### config.mk
export PLATFORM = sky130hd
export DESIGN_NAME = sctc_top
export DESIGN_NICKNAME = d
export VERILOG_FILES = /design/src/sctc_pkg.sv /design/src/sctc_mc_if.sv /design/src/sctc_top.sv /design/src/sctc_divcnt.sv /design/src/sctc_mcycle.sv
export SDC_FILE = /design/constraint.sdc
export NUM_CORES = 1
export LEC_CHECK = 0
export ABC_CLOCK_PERIOD_IN_PS = 11400
export CAP_MARGIN = 20
export CORE_ASPECT_RATIO = 1.5
export CORE_UTILIZATION = 45
export CTS_CLUSTER_SIZE = 30
export DETAILED_ROUTE_END_ITERATION = 10
export DONT_BUFFER_PORTS = 1
export GPL_ROUTABILITY_DRIVEN = 0
export GPL_TIMING_DRIVEN = 0
export PLACE_DENSITY_LB_ADDON = 0.12
export SKIP_LAST_GASP = 1
export SLEW_MARGIN = 30
export SYNTH_ARGS = -nofsm -noshare
export SYNTH_HDL_FRONTEND = slang
export SYNTH_HIERARCHICAL = 1
export SYNTH_SLANG_ARGS = --single-unit
### constraint.sdc
create_clock -name CLK -period 11.4 [get_ports CLK]
set_input_delay 3.42 -clock CLK [delete_from_list [all_inputs] [get_ports CLK]]
set_output_delay 3.42 -clock CLK [all_outputs]
set_load 0.02 [all_outputs]
### src/sctc_pkg.sv
// Package of the system clock timing controller: offsets, fields,
// reset values, counts and the operating mode encoding.
// Assumes one 40 MHz clock and an APB register port.
package sctc_pkg;

  // Clock rate of CLK
  localparam int CLK_HZ = 40_000_000;

  // Divider geometry: prescaler, stages 1 to 6, stages 7 to 21
  localparam int PRE_STAGES  = 2;
  localparam int LOW_STAGES  = 6;
  localparam int DIV_STAGES  = 21;
  localparam int HIGH_STAGES = DIV_STAGES - LOW_STAGES;

  // Machine cycle figures
  localparam int MC_STATES  = 4;
  localparam int MC_MAX_LEN = 10;

  // Register byte offsets
  localparam logic [7:0] OFS_SYSCTL1 = 8'h00;
  localparam logic [7:0] OFS_SYSCTL2 = 8'h04;
  localparam logic [7:0] OFS_TBCTL   = 8'h08;
  localparam logic [7:0] OFS_STATUS  = 8'h0c;
  localparam logic [7:0] OFS_DIVVAL  = 8'h10;

  // Field positions
  localparam int SC1_STOP_BIT  = 7;
  localparam int SC1_WSEL_LO   = 0;
  localparam int SC2_XEN_BIT   = 7;
  localparam int SC2_XTEN_BIT  = 6;
  localparam int SC2_SYSTEM_CLOCK_SELECT_BIT = 5;
  localparam int SC2_IDLE_BIT  = 4;
  localparam int TB_DV7_BIT    = 3;
  localparam int TB_DVOSEL_LO  = 0;
  localparam int STAT_STATE_LO = 8;

  // Reset values
  localparam logic [7:0] SC1_RST = 8'h00;
  localparam logic [7:0] SC2_RST = 8'h80;
  localparam logic [7:0] TB_RST  = 8'h00;

  // Operating modes, one-hot
  typedef enum logic [7:0] {
    MODE_FULL_SINGLE = 8'h01,
    MODE_HALT_SINGLE = 8'h02,
    MODE_FULL_DUAL   = 8'h04,
    MODE_HALT_DUAL   = 8'h08,
    MODE_LOW_RUN     = 8'h10,
    MODE_LOW_HALT    = 8'h20,
    MODE_STOP        = 8'h40,
    MODE_WARM        = 8'h80
  } sctc_mode_t;

  // Upper-divider bit that ends the warm-up, by warm-up select
  function automatic logic [3:0] warm_bit(input logic [1:0] sel);
    warm_bit = 4'he - {1'b0, sel, 1'b0};
  endfunction

  // Upper-divider bit driven out as the divider output, by select
  function automatic logic [3:0] dvo_bit(input logic [2:0] sel);
    dvo_bit = {1'b0, sel} + 4'h3;
  endfunction

endpackage

### src/sctc_mc_if.sv
// Carrier between the timing controller and its machine cycle counter.
// Assumes both ends share CLK and SRST.
interface sctc_mc_if;
  logic       state_tick;  // Main system clock step while the CPU runs
  logic [3:0] len;         // Machine cycles of the current instruction
  logic [1:0] state;       // Current state S0..S3
  logic       cyc_end;     // Last state of a machine cycle
  logic       instr_done;  // Last state of an instruction

  modport ctl (output state_tick, len, input state, cyc_end, instr_done);
  modport cnt (input state_tick, len, output state, cyc_end, instr_done);
endinterface

### src/sctc_top.sv
// System clock timing controller: prescaler, divider chain, machine
// cycle counter, operating mode control and APB registers.
// Assumes CLK is the high frequency clock; the low frequency clock and
// the stop release arrive as pins and are synchronised here.
//
// How it works
// RULE1: 2-stage prescaler, 21-stage divider, main clock and cycle counters.
// RULE2: prescaler and divider clear on reset, STOP entry and STOP release.
// RULE3: stage seven input picks by mode, clock select and source select.
// RULE4: low-speed run and halt feed the low clock to stage seven.
// RULE5: warm-up after STOP from full speed feeds stage six to stage seven.
// RULE6: software keeps the stage seven source select clear in single mode.
// RULE7: software sets that select only once the low oscillator is stable.
// RULE8: a machine cycle is four states, each one main clock step.
// RULE9: instructions last one to ten machine cycles.
// RULE10: CPU and peripherals step on the main system clock enable.
// RULE11: outputs main clock, divider pulse, stage ticks and warm-up timing.
// RULE12: mode control runs oscillators over single, dual and stop modes.
// RULE13: single mode runs only the high oscillator, four ticks per cycle.
// RULE14: single mode frees the low oscillator pins as port bits.
// RULE15: reset enters full-speed single mode.
// RULE16: single halt keeps peripherals clocked, stops CPU and watchdog.
// RULE17: idle bit write halts; any interrupt request wakes to full speed; the code wakes low halt to low-speed run.
// RULE18: wake with interrupts enabled accepts the waking interrupt.
// RULE19: wake with interrupts disabled resumes at the next instruction.
// RULE20: low-speed modes step the main clock from the low clock.
// RULE21: a one-cycle strobe marks the last state of each cycle.
module sctc_top (
  input  wire logic        CLK,
  input  wire logic        SRST,
  input  wire logic        PSEL,
  input  wire logic        PENABLE,
  input  wire logic        PWRITE,
  input  wire logic [7:0]  PADDR,
  input  wire logic [31:0] PWDATA,
  output logic [31:0]      PRDATA,
  output logic             PREADY,
  output logic             PSLVERR,
  input  wire logic        LOW_FREQ_OSC_IN,
  input  wire logic        STOP_RELEASE,
  input  wire logic        INT_REQ,
  input  wire logic        INTERRUPT_MASTER_ENABLE,
  input  wire logic [3:0]  INSTR_LEN,
  output logic             CPU_CLK_EN,
  output logic             PERIPH_CLK_EN,
  output logic             WDT_CLK_EN,
  output logic             CYCLE_END,
  output logic             INSTR_DONE,
  output logic [1:0]       MACHINE_STATE,
  output logic [20:0]      STAGE_TICK,
  output logic             DIVIDER_OUTPUT_PULSE,
  output logic             WARMUP_ACTIVE,
  output logic             HIGH_OSC_RUN,
  output logic             LOW_OSC_RUN,
  output logic             LOW_OSC_PINS_GPIO,
  output logic             IRQ_ACCEPT,
  output logic             RESUME_NEXT
);

  localparam int LW = sctc_pkg::LOW_STAGES;
  localparam int HW = sctc_pkg::HIGH_STAGES;

  // Registers and state
  logic [7:0]             sc1_r;
  logic [7:0]             sc2_r;
  logic [7:0]             tb_r;
  sctc_pkg::sctc_mode_t   mode_r;
  sctc_pkg::sctc_mode_t   mode_nxt;
  logic                   warm_full_r;
  logic                   fs_s1_r;
  logic                   fs_s2_r;
  logic                   fs_d_r;
  logic                   rel_s1_r;
  logic                   rel_s2_r;
  logic [20:0]            div_prev_r;

  // Divider wiring
  logic [1:0]             pre_val;
  logic                   pre_carry;
  logic [LW-1:0]          low_val;
  logic                   low_carry;
  logic [HW-1:0]          high_val;
  logic                   high_carry;
  logic [20:0]            div_val;
  logic                   div_clr;
  logic                   fc_tick;
  logic                   fs_tick;
  logic                   st7_tick;
  logic                   msys_tick;

  // Mode decode
  logic                   m_single;
  logic                   m_low;
  logic                   m_halt;
  logic                   m_cpu;
  logic                   m_frozen;
  logic                   xen;
  logic                   xten;
  logic                   system_clock_select;
  logic                   dv7;
  logic                   stop_req;
  logic                   idle_req;
  logic                   wake;
  logic                   warm_done;
  logic                   stop_rel;

  // Bus decode
  logic                   acc;
  logic                   wr;
  logic                   hit_sc1;
  logic                   hit_sc2;
  logic                   hit_tb;
  logic                   hit_st;
  logic                   hit_dv;
  logic                   mapped;

  sctc_mc_if              mc ();

  // APB decode; zero wait states, unmapped offsets flag an error
  assign acc     = PSEL & PENABLE;
  assign wr      = acc & PWRITE;
  assign hit_sc1 = (PADDR == sctc_pkg::OFS_SYSCTL1);
  assign hit_sc2 = (PADDR == sctc_pkg::OFS_SYSCTL2);
  assign hit_tb  = (PADDR == sctc_pkg::OFS_TBCTL);
  assign hit_st  = (PADDR == sctc_pkg::OFS_STATUS);
  assign hit_dv  = (PADDR == sctc_pkg::OFS_DIVVAL);
  assign mapped  = hit_sc1 | hit_sc2 | hit_tb | hit_st | hit_dv;
  assign PREADY  = 1'b1;
  assign PSLVERR = acc & ~mapped;

  // Read data selection
  assign PRDATA = hit_sc1 ? {24'h0, sc1_r} :
                  hit_sc2 ? {24'h0, sc2_r} :
                  hit_tb  ? {24'h0, tb_r} :
                  hit_st  ? {22'h0, mc.state, 8'(mode_r)} :
                  hit_dv  ? {11'h0, div_val} : 32'h0;

  // Control fields
  assign xen   = sc2_r[sctc_pkg::SC2_XEN_BIT];
  assign xten  = sc2_r[sctc_pkg::SC2_XTEN_BIT];
  assign system_clock_select = sc2_r[sctc_pkg::SC2_SYSTEM_CLOCK_SELECT_BIT];
  assign dv7   = tb_r[sctc_pkg::TB_DV7_BIT];

  // Stop and idle requests come from register writes
  assign stop_req = wr & hit_sc1 & PWDATA[sctc_pkg::SC1_STOP_BIT];  // RULE12
  assign idle_req = wr & hit_sc2 & PWDATA[sctc_pkg::SC2_IDLE_BIT];  // RULE17

  // Mode groups
  assign m_single = (mode_r == sctc_pkg::MODE_FULL_SINGLE) |
                    (mode_r == sctc_pkg::MODE_HALT_SINGLE);
  assign m_low    = (mode_r == sctc_pkg::MODE_LOW_RUN) |
                    (mode_r == sctc_pkg::MODE_LOW_HALT);
  assign m_halt   = (mode_r == sctc_pkg::MODE_HALT_SINGLE) |
                    (mode_r == sctc_pkg::MODE_HALT_DUAL) |
                    (mode_r == sctc_pkg::MODE_LOW_HALT);
  assign m_frozen = (mode_r == sctc_pkg::MODE_STOP) |
                    (mode_r == sctc_pkg::MODE_WARM);
  assign m_cpu    = ~m_halt & ~m_frozen;

  // Any interrupt request ends a halt mode
  assign wake = m_halt & INT_REQ;                                   // RULE17

  // Low clock edge and stop release, both from pins
  assign fs_tick  = fs_s2_r & ~fs_d_r & xten;
  assign stop_rel = rel_s2_r;

  // High clock ticks while its oscillator runs and the chip is awake
  assign fc_tick = (m_single | xen) & (mode_r != sctc_pkg::MODE_STOP) &
                   ~(m_low & ~xen);

  // Stage seven source selection
  assign st7_tick =
    (mode_r == sctc_pkg::MODE_STOP) ? 1'b0 :
    ((mode_r == sctc_pkg::MODE_WARM) & warm_full_r) ? low_carry :   // RULE5
    (m_low | (mode_r == sctc_pkg::MODE_WARM)) ? fs_tick :           // RULE4
    (dv7 & ~m_single) ? fs_tick : low_carry;                        // RULE3

  // Main system clock: every CLK in high modes, low clock edges in low
  assign msys_tick = m_frozen ? 1'b0 :
                     m_low ? fs_tick :                              // RULE20
                     1'b1;                                          // RULE13

  // Warm-up ends on the selected upper divider bit
  assign warm_done = high_val[sctc_pkg::warm_bit(
                       sc1_r[sctc_pkg::SC1_WSEL_LO +: 2])];         // RULE11

  // Clear on reset, STOP entry and STOP release
  assign div_clr = SRST |
                   (stop_req & ~m_frozen & ~m_halt) |
                   ((mode_r == sctc_pkg::MODE_STOP) & stop_rel);    // RULE2

  assign div_val = {high_val, low_val};

  // Prescaler, stages 1 to 6, stages 7 to 21
  sctc_divcnt #(.W(sctc_pkg::PRE_STAGES)) u_pre (                   // RULE1
    .CLK   (CLK),
    .clr   (div_clr),
    .tick  (fc_tick),
    .value (pre_val),
    .carry (pre_carry)
  );

  sctc_divcnt #(.W(LW)) u_low (
    .CLK   (CLK),
    .clr   (div_clr),
    .tick  (pre_carry),
    .value (low_val),
    .carry (low_carry)
  );

  sctc_divcnt #(.W(HW)) u_high (
    .CLK   (CLK),
    .clr   (div_clr),
    .tick  (st7_tick),
    .value (high_val),
    .carry (high_carry)
  );

  // Machine cycle counter steps only while the CPU runs
  assign mc.state_tick = msys_tick & m_cpu;                         // RULE10
  assign mc.len        = INSTR_LEN;

  sctc_mcycle u_mc (
    .CLK  (CLK),
    .SRST (SRST),
    .mc   (mc)
  );

  // Combinational strobes toward the CPU and peripherals
  assign CPU_CLK_EN    = mc.state_tick;                             // RULE10
  assign PERIPH_CLK_EN = msys_tick;                                 // RULE16
  assign WDT_CLK_EN    = mc.state_tick;                             // RULE16
  assign CYCLE_END     = mc.cyc_end;                                // RULE21
  assign INSTR_DONE    = mc.instr_done;

  // Mode transitions
  always_comb begin
    mode_nxt = mode_r;
    case (mode_r)
      sctc_pkg::MODE_FULL_SINGLE: begin
        if (stop_req) mode_nxt = sctc_pkg::MODE_STOP;
        else if (idle_req) mode_nxt = sctc_pkg::MODE_HALT_SINGLE;   // RULE17
        else if (xten) mode_nxt = sctc_pkg::MODE_FULL_DUAL;         // RULE12
      end
      sctc_pkg::MODE_FULL_DUAL: begin
        if (stop_req) mode_nxt = sctc_pkg::MODE_STOP;
        else if (idle_req) mode_nxt = sctc_pkg::MODE_HALT_DUAL;
        else if (system_clock_select) mode_nxt = sctc_pkg::MODE_LOW_RUN;
        else if (!xten) mode_nxt = sctc_pkg::MODE_FULL_SINGLE;
      end
      sctc_pkg::MODE_LOW_RUN: begin
        if (stop_req) mode_nxt = sctc_pkg::MODE_STOP;
        else if (idle_req) mode_nxt = sctc_pkg::MODE_LOW_HALT;
        else if (!system_clock_select && xen) mode_nxt = sctc_pkg::MODE_FULL_DUAL;
      end
      sctc_pkg::MODE_HALT_SINGLE: begin
        if (wake) mode_nxt = sctc_pkg::MODE_FULL_SINGLE;            // RULE17
      end
      sctc_pkg::MODE_HALT_DUAL: begin
        if (wake) mode_nxt = sctc_pkg::MODE_FULL_DUAL;
      end
      sctc_pkg::MODE_LOW_HALT: begin
        if (wake) mode_nxt = sctc_pkg::MODE_LOW_RUN;
      end
      sctc_pkg::MODE_STOP: begin
        if (stop_rel) mode_nxt = sctc_pkg::MODE_WARM;
      end
      sctc_pkg::MODE_WARM: begin
        if (warm_done) begin
          if (!warm_full_r) mode_nxt = sctc_pkg::MODE_LOW_RUN;
          else if (xten) mode_nxt = sctc_pkg::MODE_FULL_DUAL;
          else mode_nxt = sctc_pkg::MODE_FULL_SINGLE;
        end
      end
      default: mode_nxt = sctc_pkg::MODE_FULL_SINGLE;
    endcase
  end

  // Mode register; reset lands in full-speed single mode
  always_ff @(posedge CLK) begin
    if (SRST) begin
      mode_r      <= sctc_pkg::MODE_FULL_SINGLE;                    // RULE15
      warm_full_r <= 1'b1;
    end else begin
      mode_r <= mode_nxt;
      if (stop_req && mode_nxt == sctc_pkg::MODE_STOP) begin
        warm_full_r <= ~m_low;
      end
    end
  end

  // System control one; stop bit clears itself after the warm-up
  always_ff @(posedge CLK) begin
    if (SRST) begin
      sc1_r <= sctc_pkg::SC1_RST;
    end else if (wr && hit_sc1) begin
      sc1_r <= PWDATA[7:0];
    end else if (mode_r == sctc_pkg::MODE_WARM && warm_done) begin
      sc1_r[sctc_pkg::SC1_STOP_BIT] <= 1'b0;
    end
  end

  // System control two; idle bit clears itself on wake
  always_ff @(posedge CLK) begin
    if (SRST) begin
      sc2_r <= sctc_pkg::SC2_RST;
    end else if (wake) begin
      sc2_r[sctc_pkg::SC2_IDLE_BIT] <= 1'b0;                       // RULE17
    end else if (wr && hit_sc2) begin
      sc2_r <= PWDATA[7:0];
    end
  end

  // Time base control
  always_ff @(posedge CLK) begin
    if (SRST) begin
      tb_r <= sctc_pkg::TB_RST;
    end else if (wr && hit_tb) begin
      tb_r <= PWDATA[7:0];
    end
  end

  // Pin synchronisers and low clock edge history
  always_ff @(posedge CLK) begin
    if (SRST) begin
      fs_s1_r  <= 1'b0;
      fs_s2_r  <= 1'b0;
      fs_d_r   <= 1'b0;
      rel_s1_r <= 1'b0;
      rel_s2_r <= 1'b0;
    end else begin
      fs_s1_r  <= LOW_FREQ_OSC_IN;
      fs_s2_r  <= fs_s1_r;
      fs_d_r   <= fs_s2_r;
      rel_s1_r <= STOP_RELEASE;
      rel_s2_r <= rel_s1_r;
    end
  end

  // Registered outputs: stage ticks, divider output, oscillators, wake
  always_ff @(posedge CLK) begin
    if (SRST) begin
      div_prev_r           <= 21'h0;
      STAGE_TICK           <= 21'h0;
      DIVIDER_OUTPUT_PULSE <= 1'b0;
      WARMUP_ACTIVE        <= 1'b0;
      HIGH_OSC_RUN         <= 1'b1;
      LOW_OSC_RUN          <= 1'b0;
      LOW_OSC_PINS_GPIO    <= 1'b1;
      IRQ_ACCEPT           <= 1'b0;
      RESUME_NEXT          <= 1'b0;
      MACHINE_STATE        <= 2'h0;
    end else begin
      div_prev_r           <= div_val;
      STAGE_TICK           <= div_val & ~div_prev_r;                // RULE11
      DIVIDER_OUTPUT_PULSE <= high_val[sctc_pkg::dvo_bit(
                                tb_r[sctc_pkg::TB_DVOSEL_LO +: 3])]; // RULE11
      WARMUP_ACTIVE        <= (mode_nxt == sctc_pkg::MODE_WARM);
      HIGH_OSC_RUN         <= (mode_nxt != sctc_pkg::MODE_STOP) &
                              (xen | m_single);                     // RULE13
      LOW_OSC_RUN          <= xten & (mode_nxt != sctc_pkg::MODE_STOP);
      LOW_OSC_PINS_GPIO    <= ~xten;                                // RULE14
      IRQ_ACCEPT           <= wake & INTERRUPT_MASTER_ENABLE;       // RULE18
      RESUME_NEXT          <= wake & ~INTERRUPT_MASTER_ENABLE;      // RULE19
      MACHINE_STATE        <= mc.state;
    end
  end

endmodule // sctc_top

### src/sctc_divcnt.sv
// Synchronous binary divider segment with clear and carry.
// Assumes tick is a one-cycle enable on CLK.
module sctc_divcnt #(
  parameter int W = 6
) (
  input  wire logic         CLK,
  input  wire logic         clr,
  input  wire logic         tick,
  output logic [W-1:0]      value,
  output logic              carry
);

  // Carry when the segment wraps on this tick
  assign carry = tick & (&value);

  // Count up on each tick, clear wins
  always_ff @(posedge CLK) begin
    if (clr) begin
      value <= '0;
    end else if (tick) begin
      value <= value + 1'b1;
    end
  end

endmodule // sctc_divcnt

### src/sctc_mcycle.sv
// Machine cycle counter: four states per cycle, one to ten cycles.
// Assumes state_tick is a one-cycle enable on CLK.
module sctc_mcycle (
  input  wire logic CLK,
  input  wire logic SRST,
  sctc_mc_if.cnt    mc
);

  logic [1:0] state_r;
  logic [3:0] cyc_r;
  logic [3:0] len_r;
  logic [3:0] len_lim;

  // Length held to 1..10 cycles
  assign len_lim = (mc.len == 4'h0) ? 4'h1 :
                   (mc.len > 4'(sctc_pkg::MC_MAX_LEN)) ?
                   4'(sctc_pkg::MC_MAX_LEN) : mc.len;            // RULE9

  // Strobes at the last state of cycle and of instruction
  assign mc.state      = state_r;
  assign mc.cyc_end    = mc.state_tick &
                         (state_r == 2'(sctc_pkg::MC_STATES - 1)); // RULE21
  assign mc.instr_done = mc.cyc_end & (cyc_r == len_r - 4'h1);     // RULE9

  // One state per main system clock step
  always_ff @(posedge CLK) begin
    if (SRST) begin
      state_r <= 2'h0;
      cyc_r   <= 4'h0;
      len_r   <= 4'h1;
    end else if (mc.state_tick) begin
      state_r <= state_r + 2'h1;                                   // RULE8
      if (mc.instr_done) begin
        cyc_r <= 4'h0;
      end else if (mc.cyc_end) begin
        cyc_r <= cyc_r + 4'h1;
      end
      if (state_r == 2'h0 && cyc_r == 4'h0) begin
        len_r <= len_lim;
      end
    end
  end

endmodule // sctc_mcycle

==> impl_summary.md <==
GRT
The number of antenna violations at the first check in global routing was 0. The total grt overflow is 0. The number of global-route vias before repair is 4456. For this run, global-route usage on met2 was measured as 40.2%.

The busiest layer in global routing is met2. The global routing usage on met1 is a little under a quarter. In the global route stage, overall resource usage came out at between 20% and 30%. The first global-routing pass estimated ~23 mm of wire. The largest net degree at the start of global routing is 17. The met3 track demand over resource in global routing is 6.73%.

Power
IR analysis of the VDD net gives a maximum drop of 90.2 µV. The leakage power is 0.00260 µW. The power density over the cells is ~150 nW/µm². The completed layout was analyzed and its total power is 1010 µW.

Route
In this run the remaining antenna-violating nets after routing total 0. For this block, the routed nets add up to 14.5 mm of wire. The total number of vias is 4643. Dividing the detail-routed via count by the number of cells gives 5.68. After detailed routing, the average wire length per cell comes to 17.7 µm.

After detailed routing, the number of remaining DRC violations is 0. Before antenna repair, the detailed router went through 6 iterations. The starting DRC count in detailed routing is ~390.

Setup path
Of all nets on the critical path, the largest fanout is 10. In this run the worst setup path begins at PADDR[1]. The critical path in this run is classified as input port to output port. At the worst endpoint, the arrival time is 5.51 ns. STA puts the critical path data required time at 7.98 ns.

STA classifies the critical path endpoint as an output port. The worst register-to-register path begins at mode_r[4]$_SDFF_PP0_. The worst setup path is launched from an input port.

STA
Of the available clock period, the critical path in the final layout requires around four fifths. The count of final max-slew check failures was 0. The count of endpoints failing hold in the final timing report was 0. The setup clock skew after layout is 0.0124 ns. The number of failing setup endpoints in the final timing report is 0. Setup repair after global routing left no endpoint under its margin.

The final sum of negative setup slack is 0 ns. Headroom to the max-slew limit came out at 44.4%. The peak clock frequency supported by timing is 112 MHz.

The routed design could run at a clock period as short as between 8 and 9 ns. The transition at the pin with the smallest max-transition slack is between 0.8 and 0.9 ns.

Final layout
Fill cells in the final layout number 1178. The area of all placed cells without fillers is 6540 µm². The register cell area after layout is 2440 µm². The combined area of the multi-input logic cells is 2960 µm². The number of antenna diodes in the final layout is 0.

From synthesis to final layout, the design area changed by 14.2%. The net total in the final layout is 711. Of the cells placed in the final design, the portion with a size suffix greater than 1 is 13.1%.

Floorplan
The floorplan die height is 140 µm. The x dimension of the die is roughly 94 µm. The cell row count is 50. The boundary pin count is 122.

For this configuration, the core starts out at a cell density of 46.0%. The standard cell core area is 12400 µm². The die area is 13200 µm².

Min path
The worst hold path begins at div_prev_r[1]$_SDFF_PP0_. In this run the worst hold path is classified as register to register.

Clock network
The tree is rooted in a sky130_fd_sc_hd__clkbuf_16. In this run the deepest clock path goes through 2 buffers. Counting every sink on the clock net gives 122. The number of buffers added by the clock tree synthesis step is 17. For the worst-skew pair, the clock arrives at the later sink with an insertion delay of 0.42 ns. Clock-pin slew was measured on the worst setup and hold paths at about 0.060 ns. The count of buffers added by post-CTS timing repair for setup is 0. The post-cts repair resize count is 0. The H-tree depth reported by CTS is 4.

The count of hold-fix buffers inserted at cts is 0. TritonCTS built the clock tree.

Synth
The netlist area before placement is 5730 µm². After technology mapping, the gate count stands at between 600 and 700. The total number of yosys warnings is 6. After synthesis, the mean cell area works out to 9.24 µm².

Placed design
The quantity of I/O buffers inserted on ports is 0. After legalization and detailed placement, the total HPWL measured between 10 and 15 mm. In this run the cell area measured after placement is roughly 6000 µm².

Outcome
The run finished with clean final reports.

Job
The tool flagged a number of max-cap violations equal to 0.
==> metrics by stage <==
step | instances | util (%) | setup slack (ns) | hold slack, ns
2_1_floorplan | 630 | - | 3.17 | 0.367
3_3_place_gp | 786 | 47.9 | 2.53 | 0.372
3_5_place_dp | 786 | 47.9 | 2.55 | 0.372
4_1_cts | 818 | 52.5 | 2.54 | 0.381
5_1_grt | 818 | 52.5 | 2.38 | 0.383
6_report | 818 | 52.5 | 2.47 | 0.378
==> per-layer routing <==
layer / vias up / share of wire [%]
met2: 204 / 52
met5: - / 0
met3: 41 / 7.1
met1: 2174 / 37
met4: 0 / 3.4
li1: 2224 / -
==> power breakdown <==
group          switching (µW)  internal [µW]
Sequential               5.15            431
Clock                     219            308
Combinational            24.9           16.8
==> layout by cell type, fill, tap and decap left out, types with 16 or more instances in the layout <==
master                      count
sky130_fd_sc_hd__nand2_1       35
sky130_fd_sc_hd__a21oi_1       37
sky130_fd_sc_hd__clkbuf_16     17
sky130_fd_sc_hd__dfxtp_1      122
sky130_fd_sc_hd__inv_1         18
sky130_fd_sc_hd__nor2_1        63
sky130_fd_sc_hd__mux2i_1       29
sky130_fd_sc_hd__clkbuf_1      19
sky130_fd_sc_hd__and2_1        16
sky130_fd_sc_hd__nor2b_1       54
==> worst paths after layout <==
path | end | slack, ns | cells after the start
hold / removal | STAGE_TICK[1]$_SDFF_PP0_ | 0.38 | 1
setup reg to reg | u_high/value[10]$_SDFFE_PP0P_ | 7.50 | 16
setup / recovery | PRDATA[2] | 2.47 | 5
hold reg to reg | STAGE_TICK[1]$_SDFF_PP0_ | 0.38 | 1
==> sequential cells by signal (all words and copies together), names as in the netlist, 2 cells and up <==
name / cells
u_mc/len_r: 4
u_low/value: 6
sc2_r: 8
u_high/value: 15
div_prev_r: 21
mode_r: 8
u_mc/mc.state: 2
MACHINE_STATE: 2
tb_r: 8
sc1_r: 8
u_pre/value: 2
STAGE_TICK: 21
u_mc/cyc_r: 4
==> worst max-delay path, cell delays in order <==
cell and delay [ns]:
sky130_fd_sc_hd__nor4_1 0.58, sky130_fd_sc_hd__and3_1 0.39, sky130_fd_sc_hd__clkbuf_1 0.44, sky130_fd_sc_hd__a221oi_1 0.22, sky130_fd_sc_hd__a21oi_1 0.45
==> layout make-up <==
type	count	share of cell area [%]
Clock inverter	15	2.37
Clock buffer	17	6.50
Sequential cell	122	37.3
Buffer	44	4.57
Tap cell	156	2.98
Inverter	18	1.03
Multi-Input combinational cell	446	45.2
No activity file was read; power rests on OpenSTA's default activity.
